`src/intc_pkg.sv`:
```
// Register map, field positions and reset values of the interrupt flag and enable bank
package intc_pkg;
   // APB byte offsets
   localparam logic [7:0]  FLAGS2_OFS      = 8'h00;
   localparam logic [7:0]  FLAGS3_OFS      = 8'h04;
   localparam logic [7:0]  FLAGS4_OFS      = 8'h08;
   localparam logic [7:0]  ENABLES0_OFS    = 8'h0c;
   localparam logic [7:0]  SUMMARY_OFS     = 8'h10;
   localparam logic [7:0]  IRQ_MASK_OFS    = 8'h14;
   // Implemented-bit masks and reset values
   localparam logic [15:0] FLAGS2_IMPL     = 16'hdfff;
   localparam logic [15:0] FLAGS3_IMPL     = 16'h39ff;
   localparam logic [15:0] FLAGS4_IMPL     = 16'h00f6;
   localparam logic [15:0] ENABLES0_IMPL   = 16'h7fff;
   localparam logic [15:0] REG_RESET       = 16'h0000;
   localparam logic [2:0]  IRQ_MASK_RESET  = 3'h0;
   // Flag bank 2 positions
   localparam int SYNC_PORT2_ERROR_BIT    = 0;
   localparam int SYNC_PORT2_EVENT_BIT    = 1;
   localparam int CAN1_RECEIVE_READY_BIT  = 2;
   localparam int CAN1_EVENT_BIT          = 3;
   // Flag bank 3 positions
   localparam int TIMER7_BIT              = 0;
   localparam int TIMER8_BIT              = 3;
   localparam int TIMER9_BIT              = 4;
   localparam int EXT_PIN3_BIT            = 5;
   localparam int EXT_PIN4_BIT            = 6;
   // Flag bank 4 positions
   localparam int ASYNC_PORT1_ERROR_BIT   = 1;
   localparam int ASYNC_PORT2_ERROR_BIT   = 2;
   localparam int DMA_CH6_DONE_BIT        = 4;
   localparam int DMA_CH7_DONE_BIT        = 5;
   localparam int CAN1_TRANSMIT_REQ_BIT   = 6;
   localparam int CAN2_TRANSMIT_REQ_BIT   = 7;
   // Enable bank 0 positions and flag bank count
   localparam int OUT_COMPARE2_EN_BIT     = 6;
   localparam int TIMER2_EN_BIT           = 7;
   localparam int TIMER3_EN_BIT           = 8;
   localparam int SYNC_PORT1_ERROR_EN_BIT = 9;
   localparam int SYNC_PORT1_EVENT_EN_BIT = 10;
   localparam int ASYNC_PORT1_RX_EN_BIT   = 11;
   localparam int ASYNC_PORT1_TX_EN_BIT   = 12;
   localparam int NUM_FLAG_BANKS          = 3;
endpackage

```
`src/flag_bank_if.sv`:
```
// Bus between the main block and one flag bank
`timescale 1ns/10ps
interface flag_bank_if;
   logic [15:0] set_req;
   logic        wr_en;
   logic [15:0] wr_data;
   logic [15:0] value;
   modport ctrl (output set_req, output wr_en, output wr_data, input value);
   modport bank (input set_req, input wr_en, input wr_data, output value);
endinterface

```
`src/flag_bank.sv`:
```
// One 16-bit bank of sticky request latches with software write
`timescale 1ns/10ps
module flag_bank
   import intc_pkg::*;
#(
   parameter logic [15:0] IMPL = 16'hffff
) (
   // System
   input  wire logic pclk,
   input  wire logic presetn,
   // Bank access
   flag_bank_if.bank bus
);
   logic [15:0] flags_reg;
   logic [15:0] flags_next;

   always_comb begin
      flags_next = flags_reg;
      if (bus.wr_en) begin
         flags_next = bus.wr_data;
      end
      // Hardware set beats a software clear in the same cycle
      flags_next = (flags_next | bus.set_req) & IMPL; // [RULE_01] [RULE_14]
   end

   always_ff @(posedge pclk or negedge presetn) begin
      if (!presetn) begin
         flags_reg <= REG_RESET; // [RULE_15]
      end else begin
         flags_reg <= flags_next;
      end
   end

   assign bus.value = flags_reg;
endmodule

```
`src/interrupt_flag_enable_bank.sv`:
```
// APB slave holding flag banks 2-4, enable bank 0 and a summary interrupt
//
// The implementer's own choices: the APB slave port and the address map.
`timescale 1ns/10ps

// Operation
// [RULE_01] A flag reads one once its source requested, zero until then.
// [RULE_02] An enable bit at one forwards its source request; zero blocks it.
// [RULE_03] Flag bank 2: sync port 2 error at bit 0, event at bit 1.
// [RULE_04] Flag bank 2: CAN 1 receive ready at bit 2, event at bit 3.
// [RULE_05] Flag bank 3: timer 7 at bit 0, timer 8 bit 3, timer 9 bit 4.
// [RULE_06] Flag bank 3: external pin 4 at bit 6, pin 3 at bit 5.
// [RULE_07] Flag bank 4: CAN 2 transmit request bit 7, CAN 1 bit 6.
// [RULE_08] Flag bank 4: DMA channel 7 done bit 5, channel 6 bit 4.
// [RULE_09] Flag bank 4: async port 2 error bit 2, port 1 bit 1.
// [RULE_10] Enable bank 0: bit 12 async port 1 transmit, bit 11 receive.
// [RULE_11] Enable bank 0: bit 10 sync port 1 event, bit 9 error.
// [RULE_12] Enable bank 0: bit 8 timer 3, bit 7 timer 2.
// [RULE_13] Enable bank 0: bit 6 output compare channel 2.
// [RULE_14] Unimplemented bits read zero and ignore writes.
// [RULE_15] All flag and enable bits clear at reset.
// [RULE_16] Software clears a flag after service; hardware never clears it.
module interrupt_flag_enable_bank
   import intc_pkg::*;
(
   // System
   input  wire logic        pclk,
   input  wire logic        presetn,
   // APB slave
   input  wire logic        psel,
   input  wire logic        penable,
   input  wire logic        pwrite,
   input  wire logic [7:0]  paddr,
   input  wire logic [31:0] pwdata,
   input  wire logic [3:0]  pstrb,
   output logic      [31:0] prdata,
   output logic             pready,
   output logic             pslverr,
   // Flag bank 2 sources
   input  wire logic        sync_port2_error_flag,
   input  wire logic        sync_port2_event_flag,
   input  wire logic        can1_receive_ready_flag,
   input  wire logic        can1_event_flag,
   input  wire logic [15:4] bank2_other_req,
   // Flag bank 3 sources
   input  wire logic        timer7_flag,
   input  wire logic        timer8_flag,
   input  wire logic        timer9_flag,
   input  wire logic        ext_pin3_flag,
   input  wire logic        ext_pin4_flag,
   input  wire logic [2:1]  bank3_i2c2_req,
   input  wire logic [13:7] bank3_other_req,
   // Flag bank 4 sources
   input  wire logic        can2_transmit_request_flag,
   input  wire logic        can1_transmit_request_flag,
   input  wire logic        dma_ch7_done_flag,
   input  wire logic        dma_ch6_done_flag,
   input  wire logic        async_port2_error_flag,
   input  wire logic        async_port1_error_flag,
   // Enable bank 0 outputs
   output logic             async_port1_tx_enable,
   output logic             async_port1_rx_enable,
   output logic             sync_port1_event_enable,
   output logic             sync_port1_error_enable,
   output logic             timer3_enable,
   output logic             timer2_enable,
   output logic             out_compare2_enable,
   output logic      [15:0] enables0_out,
   // Summary interrupt
   output logic             irq
);
   flag_bank_if fb [NUM_FLAG_BANKS] ();

   logic [15:0] bank_set [NUM_FLAG_BANKS];
   logic [15:0] bank_impl [NUM_FLAG_BANKS];
   logic [7:0]  bank_ofs [NUM_FLAG_BANKS];
   logic [15:0] bank_val [NUM_FLAG_BANKS];
   logic [15:0] enables0_reg;
   logic [2:0]  irq_mask_reg;
   logic [2:0]  bank_pending;
   logic        access;
   logic        wr_access;
   logic        addr_ok;
   logic [15:0] wdata16;
   logic [31:0] rdata_next;

   // Source-to-bit placement
   always_comb begin
      bank_set[0] = {bank2_other_req, 4'h0};
      bank_set[0][SYNC_PORT2_ERROR_BIT]   = sync_port2_error_flag;     // [RULE_03]
      bank_set[0][SYNC_PORT2_EVENT_BIT]   = sync_port2_event_flag;     // [RULE_03]
      bank_set[0][CAN1_RECEIVE_READY_BIT] = can1_receive_ready_flag;   // [RULE_04]
      bank_set[0][CAN1_EVENT_BIT]         = can1_event_flag;           // [RULE_04]
      bank_set[1] = {2'h0, bank3_other_req, 7'h00};
      bank_set[1][2:1]                    = bank3_i2c2_req;
      bank_set[1][TIMER7_BIT]             = timer7_flag;               // [RULE_05]
      bank_set[1][TIMER8_BIT]             = timer8_flag;               // [RULE_05]
      bank_set[1][TIMER9_BIT]             = timer9_flag;               // [RULE_05]
      bank_set[1][EXT_PIN3_BIT]           = ext_pin3_flag;             // [RULE_06]
      bank_set[1][EXT_PIN4_BIT]           = ext_pin4_flag;             // [RULE_06]
      bank_set[2] = 16'h0000;
      bank_set[2][CAN2_TRANSMIT_REQ_BIT]  = can2_transmit_request_flag; // [RULE_07]
      bank_set[2][CAN1_TRANSMIT_REQ_BIT]  = can1_transmit_request_flag; // [RULE_07]
      bank_set[2][DMA_CH7_DONE_BIT]       = dma_ch7_done_flag;         // [RULE_08]
      bank_set[2][DMA_CH6_DONE_BIT]       = dma_ch6_done_flag;         // [RULE_08]
      bank_set[2][ASYNC_PORT2_ERROR_BIT]  = async_port2_error_flag;    // [RULE_09]
      bank_set[2][ASYNC_PORT1_ERROR_BIT]  = async_port1_error_flag;    // [RULE_09]
   end

   assign bank_impl[0] = FLAGS2_IMPL;
   assign bank_impl[1] = FLAGS3_IMPL;
   assign bank_impl[2] = FLAGS4_IMPL;
   assign bank_ofs[0]  = FLAGS2_OFS;
   assign bank_ofs[1]  = FLAGS3_OFS;
   assign bank_ofs[2]  = FLAGS4_OFS;

   // One wait state: pready answers the first access-phase cycle
   assign access    = psel && penable && !pready;
   // Writes land only at the edge where the master sees pready high
   assign wr_access = psel && penable && pready && pwrite;
   // Only the low two lanes carry register data
   assign wdata16   = {pstrb[1] ? pwdata[15:8] : 8'h00, pstrb[0] ? pwdata[7:0] : 8'h00};

   genvar g;
   generate
      for (g = 0; g < NUM_FLAG_BANKS; g++) begin : g_bank
         logic [15:0] lane_keep;
         assign lane_keep = {{8{!pstrb[1]}}, {8{!pstrb[0]}}};
         assign fb[g].set_req = bank_set[g];
         assign fb[g].wr_en   = wr_access && (paddr == bank_ofs[g]);
         // Lanes not strobed keep their old value
         assign fb[g].wr_data = (wdata16 | (fb[g].value & lane_keep)); // [RULE_16]
         assign bank_val[g]   = fb[g].value;
         // Bank-level summary from implemented flags only; enables do not gate it
         assign bank_pending[g] = |(bank_val[g] & bank_impl[g]);
         flag_bank #(
            .IMPL (bank_impl_const(g))
         ) u_bank (
            .pclk    (pclk),
            .presetn (presetn),
            .bus     (fb[g])
         );
      end
   endgenerate

   function automatic logic [15:0] bank_impl_const(input int idx);
      case (idx)
         0:       bank_impl_const = FLAGS2_IMPL;
         1:       bank_impl_const = FLAGS3_IMPL;
         default: bank_impl_const = FLAGS4_IMPL;
      endcase
   endfunction

   // Enable bank 0
   always_ff @(posedge pclk or negedge presetn) begin
      if (!presetn) begin
         enables0_reg <= REG_RESET; // [RULE_15]
      end else if (wr_access && paddr == ENABLES0_OFS) begin
         enables0_reg <= ((wdata16 & ENABLES0_IMPL) | (enables0_reg & ~{{8{pstrb[1]}}, {8{pstrb[0]}}})); // [RULE_14]
      end
   end

   // Summary interrupt mask
   always_ff @(posedge pclk or negedge presetn) begin
      if (!presetn) begin
         irq_mask_reg <= IRQ_MASK_RESET;
      end else if (wr_access && paddr == IRQ_MASK_OFS && pstrb[0]) begin
         irq_mask_reg <= pwdata[2:0];
      end
   end

   // Registered enable outputs
   always_ff @(posedge pclk or negedge presetn) begin
      if (!presetn) begin
         async_port1_tx_enable   <= 1'b0;
         async_port1_rx_enable   <= 1'b0;
         sync_port1_event_enable <= 1'b0;
         sync_port1_error_enable <= 1'b0;
         timer3_enable           <= 1'b0;
         timer2_enable           <= 1'b0;
         out_compare2_enable     <= 1'b0;
         enables0_out            <= REG_RESET;
      end else begin
         async_port1_tx_enable   <= enables0_reg[ASYNC_PORT1_TX_EN_BIT];   // [RULE_10] [RULE_02]
         async_port1_rx_enable   <= enables0_reg[ASYNC_PORT1_RX_EN_BIT];   // [RULE_10]
         sync_port1_event_enable <= enables0_reg[SYNC_PORT1_EVENT_EN_BIT]; // [RULE_11]
         sync_port1_error_enable <= enables0_reg[SYNC_PORT1_ERROR_EN_BIT]; // [RULE_11]
         timer3_enable           <= enables0_reg[TIMER3_EN_BIT];           // [RULE_12]
         timer2_enable           <= enables0_reg[TIMER2_EN_BIT];           // [RULE_12]
         out_compare2_enable     <= enables0_reg[OUT_COMPARE2_EN_BIT];     // [RULE_13]
         enables0_out            <= enables0_reg;                          // [RULE_02]
      end
   end

   // Level interrupt: any flag in an unmasked bank
   always_ff @(posedge pclk or negedge presetn) begin
      if (!presetn) begin
         irq <= 1'b0;
      end else begin
         irq <= |(bank_pending & irq_mask_reg);
      end
   end

   // Read mux and decode
   always_comb begin
      addr_ok    = 1'b1;
      rdata_next = 32'h0000_0000;
      case (paddr)
         FLAGS2_OFS:   rdata_next = {16'h0000, bank_val[0]};
         FLAGS3_OFS:   rdata_next = {16'h0000, bank_val[1]};
         FLAGS4_OFS:   rdata_next = {16'h0000, bank_val[2]};
         ENABLES0_OFS: rdata_next = {16'h0000, enables0_reg};
         SUMMARY_OFS:  rdata_next = {29'h0000_0000, bank_pending};
         IRQ_MASK_OFS: rdata_next = {29'h0000_0000, irq_mask_reg};
         default:      addr_ok    = 1'b0;
      endcase
      if (pwrite && paddr == SUMMARY_OFS) begin
         addr_ok = 1'b0;
      end
   end

   // APB answer, registered one cycle (one wait state) after the access phase opens
   always_ff @(posedge pclk or negedge presetn) begin
      if (!presetn) begin
         pready  <= 1'b0;
         pslverr <= 1'b0;
         prdata  <= 32'h0000_0000;
      end else begin
         pready  <= access;
         pslverr <= access && !addr_ok;
         if (access && !pwrite) begin
            prdata <= rdata_next;
         end
      end
   end
endmodule

```
`config.mk`:
```
export PLATFORM = sky130hd
export DESIGN_NAME = interrupt_flag_enable_bank
export DESIGN_NICKNAME = d
export VERILOG_FILES = /design/src/intc_pkg.sv /design/src/flag_bank_if.sv /design/src/flag_bank.sv /design/src/interrupt_flag_enable_bank.sv
export SDC_FILE = /design/constraint.sdc
export NUM_CORES = 1
export LEC_CHECK = 0
export CAP_MARGIN = 15
export CORE_MARGIN = 2
export CORE_UTILIZATION = 51
export CTS_CLUSTER_DIAMETER = 100
export CTS_CLUSTER_SIZE = 10
export DETAILED_ROUTE_END_ITERATION = 6
export DONT_BUFFER_PORTS = 1
export PLACE_DENSITY = 0.65
export SLEW_MARGIN = 20
export SYNTH_ARGS = -nofsm -noshare
export SYNTH_HDL_FRONTEND = slang
export SYNTH_SLANG_ARGS = --single-unit
```
`constraint.sdc`:
```
create_clock -name pclk -period 2.55 [get_ports pclk]
set_clock_uncertainty 0.15 [all_clocks]
set_input_delay 0.3825 -clock pclk [delete_from_list [all_inputs] [get_ports pclk]]
set_output_delay 0.3825 -clock pclk [all_outputs]
set_load 0.01 [all_outputs]
```
==> impl_metrics.yaml <==
clock_tree:
  path_clk_slew_ps: 90
  cts_resized: 0
  clkSinkCount: 87
  cts_buffer_depth: 2
  clock_latency_ps: 340
  cts_root_buffer: "clkbuf_8"
  htree_levels: 3
  postCtsHoldBufs: 20
  cts_tree: "yes"
  numCtsBuffers: 9
cells_and_area:
  stdcell_area_mm2: 0.00436
  finalNonFillerCells: 474
  syn2layout_area_growth_pct: 8.77
  drive_above_1_share: 0.132
  final_net_count: 452
  antenna-diode-count: 0
critical_path:
  required_ps: 2630
  path_cells: "nor4_1 > nand4_1 > mux4_2 > a41o_1"
  reg2reg_from: "g_bank[0].u_bank.bus.value[6]"
  rr_worst_depth: 4
  crit_arrival_ps: 2140
  endpoint: "prdata[0]"
  crit_path_start_kind: "flip-flop"
  r2r-end: "prdata[0]"
  reg2reg_slack_ps: 490
  max_stage_delay_ps: 500
  cp_max_fo: 3
  critPathLaunch: "g_bank[0].u_bank.bus.value[6]"
  critical_path_class: "reg2reg"
  end_kind: "flip-flop"
  slowest_stage: "mux4_2"
logic_synthesis:
  netlist_area_mm2: 0.00401
  synth_cell_type_count: 42
  yosys.area_share.simple: 0.138
  yosysTopAreaCell: "dfrtp_1"
  yosys.area.top_type_share: 0.543
  avgSynthCellArea_um2: 11.2
  synth_top_family_by_area: "simple AND/OR/NAND/NOR gates"
  seq_area_frac_synth: 0.543
  post-synth-top-count-cell: "dfrtp_1"
  postSynthCellCount: 358
  synth_compound_area_frac: 0.107
  synthFlopType: "dfrtp_1"
  synth.mux.area_fraction: 0.130
  yosysWarnings: 0
  async_reset_ff_frac: 1.00
  synth_xor_area_frac: 0
  ys_ff_latch: 87
  yosys-top-cells-count: "87 x dfrtp_1, 32 x nor2_1, 25 x nand2_1, 25 x o21ai_0, 24 x buf_4"
  synth_fa_ha_area_frac: 0
  synth_area_leaders: "dfrtp_1 54%, mux2_2 5.3%, buf_4 4.5%, mux2i_1 4.2%, mux4_2 3.4%"
  synth_edf_count: 0
floorplanning:
  rows: 32
  initial_core_util: 0.521
  core_mm2: 0.00769
  die-area_mm2: 0.00859
  die_height_um: 92.7
  die_x_um: 92.7
  ioPinCount: 143
sta:
  period_needed_ps: 2060
  fmax_mhz: 486
  rsz0062_at_grt: "false"
  slew_viol_final: 0
  setup_tns_ps: 0
  fin_crit_sh: 0.806
  setup_viol: 0
  holdWs_ps: -429
  hold_viol: 87
power:
  power.share.sequential: 0.567
  p_int_mw: 1.93
  power.switching_mw: 0.535
  switching_share: 0.217
  p_leak_nw: 1.94
  pwr-share-clk: 0.392
  pwr-share-comb: 0.041
  ir_worst_vdd_v: 0.000277
  p_per_area_mw_per_mm2: 564
run_status:
  violations: "negative hold slack"
  status: "finished with violations"
run:
  maxCapViolCount: 0
detailed_routing:
  ant_nets: 0
  drt_iter0_markers: 155
  drt-vias-per-instance: 5.91
  routed_wl_um: 9710
  via_count: 2799
  route.detailed.drc: 0
  wl_per_cell_um: 20.5
  drt_pass1_iterations: 5
place:
  io_buffers: 0
  place.gp.congestion: 0.826
  detailed_place_hpwl_um: 6780
  place_area_mm2: 0.00396
  dp.cells: 438
global_routing:
  antenna_found_initial: 0
  grt.total_usage: 0.235
  grtUsageMet1: 0.334
  grt_pass1_vias: 2871
  grt_overflow_total: 0
  grt_use_met2: 0.358
  grt_first_pass_wirelength_um: 15300
  grt_max_degree: 88
  grt_use_met3: 0.0488
  grt-busiest-layer: "met2"
hold_path:
  hold_path.class: "in2async"
## placed cells by master, fill, tap and decap left out, drive strengths merged, types with 3 or more instances in the layout
master and instances:
nand3 9, o21ai 26, nor2 32, nor3 3, and4 3, a31oi 12, dlygate4sd3 20, mux2i 17
nand3b 3, a22oi 4, a41oi 6, dfrtp 87, a21oi 3, and2 4, mux4 6, nand2 26
clkbuf 12, nor4 9, and3 11, mux2 19, conb 16, buf 6, inv 13, a211o 8
## worst max-delay path, delay by kind of cell, from the launching register on
family          cells  cell delay, ps
simple gates        2             640
compound gates      1             250
flops               1             410
mux                 1             500
## worst min path at each step
stage,startpoint,endpoint,slack [ps],depth (start not counted)
CTS,presetn,enables0_out[12],-440,0
finish,presetn,enables0_out[12],-430,0
floorplan,presetn,async pin,-60,0
global placement,presetn,enables0_out[12],-60,0
global route,presetn,g_bank[0].u_bank.bus.value[12],-460,0
detailed placement,presetn,enables0_out[12],-60,0
## stage by stage
step / worst slack, ps / utilization / power [mW]
after global placement: 383 / 0.515 / 1.50
final: 494 / 0.567 / 2.46
after floorplan: 554 / - / 1.52
after global routing: 400 / 0.567 / 2.55
after CTS: 494 / 0.567 / 2.49
after detailed placement: 341 / 0.515 / 1.50
## repair_timing
action,CTS,global route
setup buffers,0,0
endpoints found under the hold margin,107,87
endpoints found under the setup margin,0,0
## logic make-up after synthesis
logic type	after synthesis
buf+inv	56
simple gates	107
mux	42
other cells	1
flops	87
compound gates	65
## layer usage
metal | share of wire | wire (um)
met2 | 0.47 | 4540
met4 | 0.022 | 210
met3 | 0.079 | 765
met1 | 0.43 | 4200
met5 | 0 | 0
## power by group through the flow
stage	registers (mW)	logic, mW	clock network, mW
2_1_floorplan	1.42	0.0973	0
3_3_place_gp	1.42	0.0725	0
3_5_place_dp	1.42	0.0738	0
4_1_cts	1.40	0.100	0.988
5_1_grt	1.40	0.111	1.04
6_report	1.40	0.101	0.964
## final cells by class
class / count / area (um2)
Tap cell: 102 / 128
Timing Repair Buffer: 26 / 245
Clock buffer: 12 / 145
Inverter: 13 / 48.8
Fill cell: 668 / 3330
Sequential cell: 87 / 2180
Multi-Input combinational cell: 230 / 1560
Clock inverter: 4 / 55.1
(Power assumes the default switching activity.)
